[src/inc/dmi_pkg.sv]
// Register map, field layout and encodings of the DMA interrupt and register block.
`default_nettype none
package dmi_pkg;
    // --------------------------------------------------------------
    // Register indices; byte address is four times the index
    // --------------------------------------------------------------
    localparam int                   NCH          = 3;
    localparam logic [8:0]           IDX_TSEL     = 9'h122;
    localparam logic [8:0]           IDX_OPT      = 9'h124;
    localparam logic [8:0]           IDX_IV       = 9'h126;
    localparam logic [2:0][8:0]      IDX_CH_CTL   = {9'h1E8, 9'h1DC, 9'h1D0};
    localparam logic [2:0][8:0]      IDX_CH_SA    = {9'h1EA, 9'h1DE, 9'h1D2};
    localparam logic [2:0][8:0]      IDX_CH_DA    = {9'h1EE, 9'h1E2, 9'h1D6};
    localparam logic [2:0][8:0]      IDX_CH_SZ    = {9'h1F2, 9'h1E6, 9'h1DA};
    // --------------------------------------------------------------
    // Field layout
    // --------------------------------------------------------------
    localparam int                   OPT_NMI_BIT  = 0;
    localparam int                   CH_REQ_BIT   = 0;
    localparam int                   CH_ABORT_BIT = 1;
    localparam int                   CH_IE_BIT    = 2;
    localparam int                   CH_DONE_BIT  = 3;
    localparam int                   CH_EN_BIT    = 4;
    localparam int                   TSEL_W       = 4;
    localparam logic [15:0]          TSEL_MASK    = 16'h0FFF;
    localparam logic [15:0]          OPT_MASK     = 16'h0001;
    localparam logic [15:0]          CH_CTL_MASK  = 16'h001E;
    localparam logic [15:0]          CTL_RESET    = 16'h0000;
    // --------------------------------------------------------------
    // Trigger select codes
    // --------------------------------------------------------------
    localparam logic [3:0]           TSEL_SW      = 4'h0;
    localparam logic [3:0]           TSEL_DAC     = 4'h5;
    localparam logic [3:0]           TSEL_CONV    = 4'h6;
    localparam logic [3:0]           TSEL_I2C_RX  = 4'hC;
    localparam logic [3:0]           TSEL_I2C_TX  = 4'hD;
    localparam logic [3:0]           TSEL_CHAIN   = 4'hE;
    localparam logic [3:0]           TSEL_EXT     = 4'hF;
    // --------------------------------------------------------------
    // Vector codes and peripheral addresses
    // --------------------------------------------------------------
    localparam logic [15:0]          IV_NONE      = 16'h0000;
    localparam logic [2:0][15:0]     IV_CH        = {16'h0006, 16'h0004, 16'h0002};
    localparam logic [15:0]          CONV_BASE    = 16'h0140;
    localparam logic [15:0]          DAC_DATA_A   = 16'h01C8;
    localparam logic [15:0]          ONE16        = 16'h0001;
    typedef enum logic [1:0] {
        ST_IDLE  = 2'b00,
        ST_READ  = 2'b01,
        ST_WRITE = 2'b10,
        ST_DONE  = 2'b11
    } dmi_state_type;
endpackage
`default_nettype wire

[src/dmi_core.sv]
// DMA controller interrupt, trigger and register block with one-word transfer engine.
`timescale 1ns/100ps
`default_nettype none

// Summary of operation
// - Maskable interrupts are held pending while a transfer runs.
// - With the NMI abort enable set, an NMI aborts a running transfer.
// - A transfer takes the bus even during an interrupt service routine.
// - Each channel's done flag sets when its size counter reaches zero.
// - Interrupt request needs done flag, channel interrupt enable and global enable.
// - All done flags share one vector; only software clears them.
// - Vector reports highest pending enabled channel, channel 0 first.
// - Codes: 0 none, 2 channel 0, 4 channel 1, 6 channel 2.
// - A channel with interrupt disabled does not affect the vector.
// - Any vector access clears the highest pending flag; others raise again.
// - I2C receive flag triggers when its enable is clear; cleared on acknowledge.
// - I2C transmit flag triggers when its enable is clear; cleared on acknowledge.
// - Sequence modes 0/2 use the used memory flag, 1/3 the last one.
// - Converter result flag clears when the engine reads its result register.
// - DAC load flag clears when the engine accesses the DAC data register.
// - Converter transfers run without waking the CPU, in any low-power mode.
// - Address and size registers survive reset; control and vector registers reset.
// - Trigger code 1100 selects the I2C receive flag.
// - Trigger code 1101 selects the I2C transmit flag.
module dmi_core
    import dmi_pkg::*;
(
    input  wire logic          clk,
    input  wire logic          rstn,
    input  wire logic          psel,
    input  wire logic          penable,
    input  wire logic          pwrite,
    input  wire logic [11:0]   paddr,
    input  wire logic [31:0]   pwdata,
    output logic      [31:0]   prdata,
    output logic               pready,
    output logic               pslverr,
    input  wire logic          global_irq_enable,
    input  wire logic          cpu_irq_request,
    output logic               cpu_irq_take,
    input  wire logic          nmi_request,
    output logic               cpu_bus_hold,
    output logic               dma_irq,
    output logic               mem_req,
    output logic               mem_we,
    output logic      [15:0]   mem_addr,
    output logic      [15:0]   mem_wdata,
    input  wire logic [15:0]   mem_rdata,
    input  wire logic          mem_ack,
    input  wire logic          i2c_receive_flag,
    input  wire logic          i2c_receive_irq_enable,
    output logic               i2c_receive_flag_clear,
    input  wire logic          i2c_transmit_flag,
    input  wire logic          i2c_transmit_irq_enable,
    output logic               i2c_transmit_flag_clear,
    input  wire logic [15:0]   converter_result_flag,
    input  wire logic [1:0]    conversion_sequence_mode,
    input  wire logic [3:0]    conv_used_index,
    input  wire logic [3:0]    conv_last_index,
    output logic      [15:0]   converter_flag_clear,
    input  wire logic          dac_load_flag,
    output logic               dac_load_flag_clear,
    input  wire logic          ext_trigger
);
    // --------------------------------------------------------------
    // Registers and state
    // --------------------------------------------------------------
    dmi_state_type        state_r;
    logic [15:0]          tsel_r;
    logic [15:0]          opt_r;
    logic [15:0]          ctl_r    [NCH];
    logic [15:0]          sa_r     [NCH];
    logic [15:0]          da_r     [NCH];
    logic [15:0]          sz_r     [NCH];
    logic [NCH-1:0]       pend_r;
    logic [NCH-1:0]       lvl_r;
    logic [NCH-1:0]       lvl;
    logic [NCH-1:0]       done;
    logic [NCH-1:0]       ie;
    logic [NCH-1:0]       en;
    logic [NCH-1:0]       act;
    logic [NCH-1:0]       hi_clr;
    logic [NCH-1:0]       hw_set;
    logic [1:0]           cur_r;
    logic [1:0]           pick;
    logic [15:0]          iv_code;
    logic [15:0]          data_r;
    logic                 acc;
    logic                 wr_acc;
    logic                 mapped;
    logic                 iv_acc;
    logic                 busy;
    logic                 abort;
    logic                 conv_lvl;
    logic [8:0]           idx;
    logic [15:0]          rd_val;

    assign idx    = paddr[10:2];
    assign acc    = psel && penable && pready && mapped;
    assign wr_acc = acc && pwrite;
    assign iv_acc = acc && (idx == IDX_IV);
    assign busy   = (state_r != ST_IDLE);
    assign abort  = busy && nmi_request && opt_r[OPT_NMI_BIT];

    // --------------------------------------------------------------
    // CPU interaction
    // --------------------------------------------------------------
    // A running transfer keeps the bus; the CPU, inside an ISR or not, waits.
    assign cpu_bus_hold = busy;
    assign cpu_irq_take = cpu_irq_request && !busy;

    // --------------------------------------------------------------
    // Trigger selection and pending latch
    // --------------------------------------------------------------
    // Sequence modes 1 and 3 have bit 0 set and use the last memory.
    assign conv_lvl = conversion_sequence_mode[0] ?
                      converter_result_flag[conv_last_index] :
                      converter_result_flag[conv_used_index];

    genvar gc;
    generate
        for (gc = 0; gc < NCH; gc++) begin : g_ch
            always_comb begin
                done[gc] = ctl_r[gc][CH_DONE_BIT];
                ie[gc]   = ctl_r[gc][CH_IE_BIT];
                en[gc]   = ctl_r[gc][CH_EN_BIT];
                act[gc]  = done[gc] && ie[gc];
                case (tsel_r[gc*TSEL_W +: TSEL_W])
                    TSEL_I2C_RX: lvl[gc] = i2c_receive_flag && !i2c_receive_irq_enable;
                    TSEL_I2C_TX: lvl[gc] = i2c_transmit_flag && !i2c_transmit_irq_enable;
                    TSEL_CONV:   lvl[gc] = conv_lvl;
                    TSEL_DAC:    lvl[gc] = dac_load_flag;
                    TSEL_CHAIN:  lvl[gc] = ctl_r[(gc + NCH - 1) % NCH][CH_DONE_BIT];
                    TSEL_EXT:    lvl[gc] = ext_trigger;
                    default:     lvl[gc] = 1'b0;
                endcase
            end
        end
    endgenerate

    // Edges, not levels, set pending so a flag still high during its clear does not retrigger.
    always_ff @(posedge clk or negedge rstn) begin
        if (!rstn) begin
            lvl_r  <= '0;
            pend_r <= '0;
        end else begin
            lvl_r <= lvl;
            for (int c = 0; c < NCH; c++) begin
                if (!en[c]) begin
                    pend_r[c] <= 1'b0;
                end else if ((lvl[c] && !lvl_r[c]) ||
                             (wr_acc && idx == IDX_CH_CTL[c] && pwdata[CH_REQ_BIT])) begin
                    pend_r[c] <= 1'b1;
                end else if (state_r == ST_IDLE && pick == 2'(c)) begin
                    pend_r[c] <= 1'b0;
                end
            end
        end
    end

    // Fixed priority: channel 0 first.
    always_comb begin
        pick = 2'd3;
        for (int c = NCH - 1; c >= 0; c--) begin
            if (pend_r[c] && en[c]) begin
                pick = 2'(c);
            end
        end
    end

    // --------------------------------------------------------------
    // Transfer engine
    // --------------------------------------------------------------
    // The engine never asks for the CPU clock to wake the core, so moves
    // continue whatever low-power state the CPU sits in.
    always_ff @(posedge clk or negedge rstn) begin
        if (!rstn) begin
            state_r   <= ST_IDLE;
            cur_r     <= 2'd0;
            mem_req   <= 1'b0;
            mem_we    <= 1'b0;
            mem_addr  <= 16'h0000;
            mem_wdata <= 16'h0000;
            data_r    <= 16'h0000;
        end else if (abort) begin
            state_r <= ST_IDLE;
            mem_req <= 1'b0;
            mem_we  <= 1'b0;
        end else begin
            case (state_r)
                ST_IDLE: begin
                    if (pick != 2'd3) begin
                        cur_r    <= pick;
                        mem_req  <= 1'b1;
                        mem_we   <= 1'b0;
                        mem_addr <= sa_r[pick];
                        state_r  <= ST_READ;
                    end
                end
                ST_READ: begin
                    if (mem_ack) begin
                        data_r    <= mem_rdata;
                        mem_we    <= 1'b1;
                        mem_addr  <= da_r[cur_r];
                        mem_wdata <= mem_rdata;
                        state_r   <= ST_WRITE;
                    end
                end
                ST_WRITE: begin
                    if (mem_ack) begin
                        mem_req <= 1'b0;
                        mem_we  <= 1'b0;
                        state_r <= ST_DONE;
                    end
                end
                ST_DONE: begin
                    state_r <= ST_IDLE;
                end
                default: begin
                    state_r <= ST_IDLE;
                end
            endcase
        end
    end

    // Acknowledge and access side effects on peripheral flags.
    always_ff @(posedge clk or negedge rstn) begin
        if (!rstn) begin
            i2c_receive_flag_clear  <= 1'b0;
            i2c_transmit_flag_clear <= 1'b0;
            converter_flag_clear    <= 16'h0000;
            dac_load_flag_clear     <= 1'b0;
        end else begin
            i2c_receive_flag_clear  <= (state_r == ST_IDLE) && !abort && (pick != 2'd3) &&
                                       tsel_r[pick*TSEL_W +: TSEL_W] == TSEL_I2C_RX;
            i2c_transmit_flag_clear <= (state_r == ST_IDLE) && !abort && (pick != 2'd3) &&
                                       tsel_r[pick*TSEL_W +: TSEL_W] == TSEL_I2C_TX;
            converter_flag_clear    <= 16'h0000;
            if (mem_req && mem_ack && !mem_we && mem_addr[15:5] == CONV_BASE[15:5]) begin
                converter_flag_clear[mem_addr[4:1]] <= 1'b1;
            end
            dac_load_flag_clear     <= mem_req && mem_ack && mem_addr == DAC_DATA_A;
        end
    end

    // --------------------------------------------------------------
    // Interrupt vector
    // --------------------------------------------------------------
    always_comb begin
        iv_code = IV_NONE;
        hi_clr  = '0;
        for (int c = NCH - 1; c >= 0; c--) begin
            if (act[c]) begin
                iv_code = IV_CH[c];
                hi_clr  = '0;
                hi_clr[c] = 1'b1;
            end
        end
    end

    assign dma_irq = (|act) && global_irq_enable;

    always_comb begin
        for (int c = 0; c < NCH; c++) begin
            hw_set[c] = !abort && state_r == ST_WRITE && mem_ack && cur_r == 2'(c) &&
                        sz_r[c] == ONE16;
        end
    end

    // --------------------------------------------------------------
    // Control registers, cleared by reset
    // --------------------------------------------------------------
    always_ff @(posedge clk or negedge rstn) begin
        if (!rstn) begin
            tsel_r <= CTL_RESET;
            opt_r  <= CTL_RESET;
            for (int c = 0; c < NCH; c++) begin
                ctl_r[c] <= CTL_RESET;
            end
        end else begin
            if (wr_acc && idx == IDX_TSEL) begin
                tsel_r <= pwdata[15:0] & TSEL_MASK;
            end
            if (wr_acc && idx == IDX_OPT) begin
                opt_r <= pwdata[15:0] & OPT_MASK;
            end
            for (int c = 0; c < NCH; c++) begin
                if (wr_acc && idx == IDX_CH_CTL[c]) begin
                    ctl_r[c] <= pwdata[15:0] & CH_CTL_MASK;
                end else if (iv_acc && hi_clr[c]) begin
                    ctl_r[c][CH_DONE_BIT] <= 1'b0;
                end
                // Hardware set wins over any same-cycle clear; hardware never clears it.
                if (hw_set[c]) begin
                    ctl_r[c][CH_DONE_BIT] <= 1'b1;
                    ctl_r[c][CH_EN_BIT]   <= 1'b0;
                end
                if (abort && cur_r == 2'(c)) begin
                    ctl_r[c][CH_ABORT_BIT] <= 1'b1;
                end
            end
        end
    end

    // --------------------------------------------------------------
    // Address and size registers keep contents over reset
    // --------------------------------------------------------------
    always_ff @(posedge clk) begin
        for (int c = 0; c < NCH; c++) begin
            if (wr_acc && idx == IDX_CH_SA[c]) begin
                sa_r[c] <= pwdata[15:0];
            end
            if (wr_acc && idx == IDX_CH_DA[c]) begin
                da_r[c] <= pwdata[15:0];
            end
            if (wr_acc && idx == IDX_CH_SZ[c]) begin
                sz_r[c] <= pwdata[15:0];
            end else if (!abort && state_r == ST_WRITE && mem_ack && cur_r == 2'(c)) begin
                sz_r[c] <= sz_r[c] - ONE16;
            end
        end
    end

    // --------------------------------------------------------------
    // APB slave: one wait state, registered read data
    // --------------------------------------------------------------
    always_comb begin
        rd_val = 16'h0000;
        mapped = 1'b1;
        if (idx == IDX_TSEL) begin
            rd_val = tsel_r;
        end else if (idx == IDX_OPT) begin
            rd_val = opt_r;
        end else if (idx == IDX_IV) begin
            rd_val = iv_code;
        end else begin
            mapped = 1'b0;
            for (int c = 0; c < NCH; c++) begin
                if (idx == IDX_CH_CTL[c]) begin
                    rd_val = ctl_r[c];
                    mapped = 1'b1;
                end
                if (idx == IDX_CH_SA[c]) begin
                    rd_val = sa_r[c];
                    mapped = 1'b1;
                end
                if (idx == IDX_CH_DA[c]) begin
                    rd_val = da_r[c];
                    mapped = 1'b1;
                end
                if (idx == IDX_CH_SZ[c]) begin
                    rd_val = sz_r[c];
                    mapped = 1'b1;
                end
            end
        end
        if (paddr[11] || paddr[1:0] != 2'b00) begin
            mapped = 1'b0;
        end
    end

    always_ff @(posedge clk or negedge rstn) begin
        if (!rstn) begin
            pready  <= 1'b0;
            pslverr <= 1'b0;
            prdata  <= 32'h00000000;
        end else begin
            pready  <= psel && penable && !pready;
            pslverr <= psel && penable && !pready && !mapped;
            if (psel && penable && !pready) begin
                prdata <= (mapped && !pwrite) ? {16'h0000, rd_val} : 32'h00000000;
            end
        end
    end
endmodule

`default_nettype wire

[config.mk]
export PLATFORM = sky130hd
export DESIGN_NAME = dmi_core
export DESIGN_NICKNAME = d
export VERILOG_FILES = /design/src/inc/dmi_pkg.sv /design/src/dmi_core.sv
export SDC_FILE = /design/constraint.sdc
export NUM_CORES = 1
export LEC_CHECK = 0
export BUFFER_PORTS_ARGS = -buffer_cell sky130_fd_sc_hd__buf_2
export CORE_MARGIN = 1
export CORE_UTILIZATION = 55
export DETAILED_ROUTE_END_ITERATION = 8
export PLACE_DENSITY = 0.88
export REMOVE_ABC_BUFFERS = 1
export SLEW_MARGIN = 15
export SYNTH_ARGS = -nofsm -noshare
export SYNTH_HDL_FRONTEND = slang
export SYNTH_SLANG_ARGS = --single-unit
[constraint.sdc]
create_clock -name clk -period 3.6 [get_ports clk]
set_clock_uncertainty 0.05 [all_clocks]
set_input_delay 0.18 -clock clk [delete_from_list [all_inputs] [get_ports clk]]
set_output_delay 0.18 -clock clk [all_outputs]
set_load 0.05 [all_outputs]
==> flow_summary_export.csv <==
group,metric,value,unit
yosys,synth_edf_count,144,
drt,wl_met2,20300,um
setup_path,path_max_fanout,32,
timing,rsz0062_at_grt,"false",
grt,grt_pass1_vias,11000,
grt,grt_max_degree,60,
pwr,switchingPower,0.00288,W
setup_path,rrSetupSlack,720,ps
die,std_cell_rows,56,
setup_path,cp.required,3810,ps
die,die-area,0.0246,mm2
yosys,ys_seq_area_share,52.9,%
cells_and_area,area_growth,17.5,%
grt,grt_usage,36.0,%
yosys,async_reset_ff_share,42.4,%
pwr,seq_power_share,41.8,%
placed_design,port_buffers,157,
die,start_util,56.2,%
cells_and_area,nFillCells,1789,
setup_path,cp-end-kind,"flip-flop",
placed_design,placed_cell_area,0.0144,mm2
drt,vias,11600,
placed_design,dpl.hpwl,31000,um
clock_network,postCtsSetupRepairBufs,0,
drt,drtIter0Drc,1492,
job,cap_violations,0,
die,die_x,157,um
grt,grt_antenna_before_repair,0,
cells_and_area,n_antenna_cell,0,
clock_network,path_clk_slew,70,ps
yosys,synth-seq-cells,250,
pwr,cellLeakagePower,6.13,nW
yosys,synth_cell_type_count,78,
timing,period_needed,2880,ps
die,fp.dieH,157,um
timing,tightest_slew,1110,ps
pwr,clockPowerShare,32.4,%
drt,top_layer,"met4",
clock_network,max-clock-path-buffers,3,
grt,gr-total-overflow,0,
drt,routedWlPerCell,24.3,um
yosys,synth.avg_cell_area,10.3,um2
timing,fmax,348,MHz
yosys,synth_area,0.0132,mm2
setup_path,reg2reg_to,"sz_r[0][7]$_DFFE_PP_",
clock_network,tritoncts,"done",
cells_and_area,num-nets-final,1571,
setup_path,startpoint,"state_r[1]$_DFFE_PN0P_",
pwr,p_comb_share,25.8,%
outcome,status,"finished, final reports clean",
clock_network,clock-sinks,250,
drt,wl_met3,5100,um
drt,routed_wl,43700,um
pwr,vdd_drop_max,0.486,mV
cells_and_area,drive_gt1_share,20.2,%
drt,vias_per_cell,6.45,
setup_path,crit_path_end,"sz_r[0][7]$_DFFE_PP_",
drt,dr.pass1.iters,6,
timing,setup_tns,0,ps
placed_design,place.gp.congestion,1.01,
drt,drcViolationCount,0,
clock_network,cts-resized-gates,0,
pwr,sw_frac_of_total,34.5,%
grt,grt_pass1_wl,64700,um
hold_path,hp-class,"input port to flip-flop",
setup_path,arrival,3090,ps
yosys,synthCells,1282,
yosys,yosys_warnings,0,
die,io_pins,191,
clock_network,htree_num_levels,1,
cells_and_area,design_area,0.0155,mm2
clock_network,cts_buffers,26,
setup_path,r2r-start,"state_r[1]$_DFFE_PN0P_",
yosys,yosys_most_used_dff,"edfxtp_1",
timing,hold_violations,0,
drt,wirelength_met1,16100,um
setup_path,rr_worst_depth,10,
timing,min_period_over_period,79.9,%
setup_path,worstSetupStartpointType,"flip-flop",
timing,drv_slew,0,
clock_network,cts_root_buf,"clkbuf_16",
drt,ant_nets,0,
timing,max_slew_margin,26.2,%
clock_network,clk-insertion-delay-late,540,ps
timing,setup_viol,0,
die,core_area,0.0235,mm2
setup_path,path_class,"flip-flop to flip-flop",
clock_network,hold_buffers,27,
pwr,power.internal,0.00546,W
pwr,power_density,538,mW/mm2
==> area by class of cell <==
cell class / instances / area, um2 / area share (%)
well taps: 319 / 399 / 2.57
inverters: 20 / 75.1 / 0.484
repair buffers: 225 / 1370 / 8.81
clock inverters: 12 / 93.8 / 0.605
multi-input cells: 938 / 5820 / 37.5
clock buffers: 34 / 774 / 4.99
flip-flops and latches: 250 / 6980 / 45.0
==> cells in the final DEF (no fill, tap or decap), types with 13 or more instances in the layout <==
cell	instances
nand2_1	196
buf_2	156
edfxtp_1	144
o21ai_0	108
dfrtp_1	106
nor2_1	92
a21oi_1	53
mux2i_1	42
buf_4	42
nor3_1	36
mux2_2	31
clkbuf_16	29
dlygate4sd3_1	27
nand3_1	26
xnor2_1	26
a311oi_1	25
inv_1	19
a22oi_1	19
o21ai_1	17
conb_1	16
xor2_1	15
o22ai_1	15
nand2b_1	13
nand3b_1	13
mux2_1	13
==> how the worst min path moves through the flow <==
stage / slack (ps) / cells past startpoint / endpoint / from
2_1_floorplan: -170 / 0 / converter_flag_clear[0]$_DFF_PN0_ / rstn
3_3_place_gp: 220 / 1 / converter_flag_clear[5]$_DFF_PN0_ / rstn
3_5_place_dp: 230 / 1 / dac_load_flag_clear$_DFF_PN0_ / rstn
4_1_cts: 5 / 1 / da_r[1][5]$_DFFE_PP_ / pwdata[5]
5_1_grt: 10 / 1 / da_r[1][5]$_DFFE_PP_ / pwdata[5]
6_report: 20 / 1 / da_r[1][5]$_DFFE_PP_ / pwdata[5]
==> kinds of logic after synthesis <==
group	after synthesis	share of synthesized area, %
AND/OR/NAND/NOR	456	16.1
AO/OA/AOI/OAI	325	15.9
flip-flops	250	52.9
buffers and inverters	109	3.73
multiplexers	91	7.79
XOR/XNOR	41	2.72
adder cells (fa/ha/maj)	9	0.853
other	1	0.0284
==> stage by stage <==
step                      hold slack [ps]  util [%]  setup slack, ps  power, W  std cells
final                                24.7      66.1              723   0.00834       1798
after global routing                 14.8      66.1              530   0.00863       1798
after CTS                            5.00      66.1              816   0.00832       1798
after detailed placement              233      61.2              632   0.00563       1725
after global placement                218      61.2              687   0.00556       1725
after floorplan                      -166         -            -28.3   0.00492       1208
==> worst max-delay path: stages (launching register included) <==
cell and delay (ps):
dfrtp_1 380, inv_1 100, ha_1 190, clkinv_1 230, nand2_1 280, nand3_1 330
nor3_1 420, o21ai_1 150, buf_4 250, nand2_1 100, o21ai_0 110
==> sequential cells by signal (all words and copies together) (netlist names), 2 cells and up <==
name	count
da_r	48
state_r	2
ctl_r	12
cur_r	2
mem_wdata	16
prdata	16
mem_addr	16
converter_flag_clear	16
sz_r	48
sa_r	48
lvl_r	3
tsel_r	12
pend_r	3
==> cells in the mapped netlist (4+ instances only) <==
library cell  count  area, um2
nand2_1         196        736
edfxtp_1        144       4320
o21ai_0         110        551
dfrtp_1         106       2650
nor2_1           92        345
clkbuf_1         58        218
a21oi_1          53        265
mux2i_1          42        420
nor3_1           41        205
mux2_2           31        349
nand3_1          26        130
xnor2_1          26        228
a311oi_1         25        219
a22oi_1          19        143
inv_1            19       71.3
o21ai_1          17       85.1
buf_4            16        120
o22ai_1          15       93.8
xor2_1           15        131
mux2_1           13        146
nand2b_1         13       81.3
nand3b_1         13       97.6
and2_1           12       75.1
nor2b_1          12       75.1
o211ai_1         11       82.6
ha_1              9        113
nor4_1            9       56.3
o31ai_1           9       67.6
or3_1             8       50.1
a22o_1            7       61.3
buf_1             7       26.3
a31oi_1           6       37.5
buf_2             6       30.0
or4_1             6       45.0
a2111oi_0         5       43.8
a221oi_1          5       43.8
and3_1            5       31.3
mux4_2            5        113
nand4_1           5       31.3
a211oi_1          4       30.0
a222oi_1          4       40.0
a32oi_1           4       35.0
and4b_1           4       40.0
==> power groups by stage <==
stage / combinational (W) / clock [W] / sequential [W]
5_1_grt: 0.00231 / 0.00281 / 0.00351
2_1_floorplan: 0.000804 / 0 / 0.00412
4_1_cts: 0.00213 / 0.00271 / 0.00347
3_3_place_gp: 0.00205 / 0 / 0.00351
3_5_place_dp: 0.00210 / 0 / 0.00353
6_report: 0.00215 / 0.00270 / 0.00349
==> routing by layer <==
layer / up-vias / global-route usage, %
met2: 832 / 58.5
met5: - / 0
met3: 129 / 5.81
li1: 5079 / -
met1: 5557 / 47.3
met4: 0 / 17.0
Power figures use the tool's default switching activity.
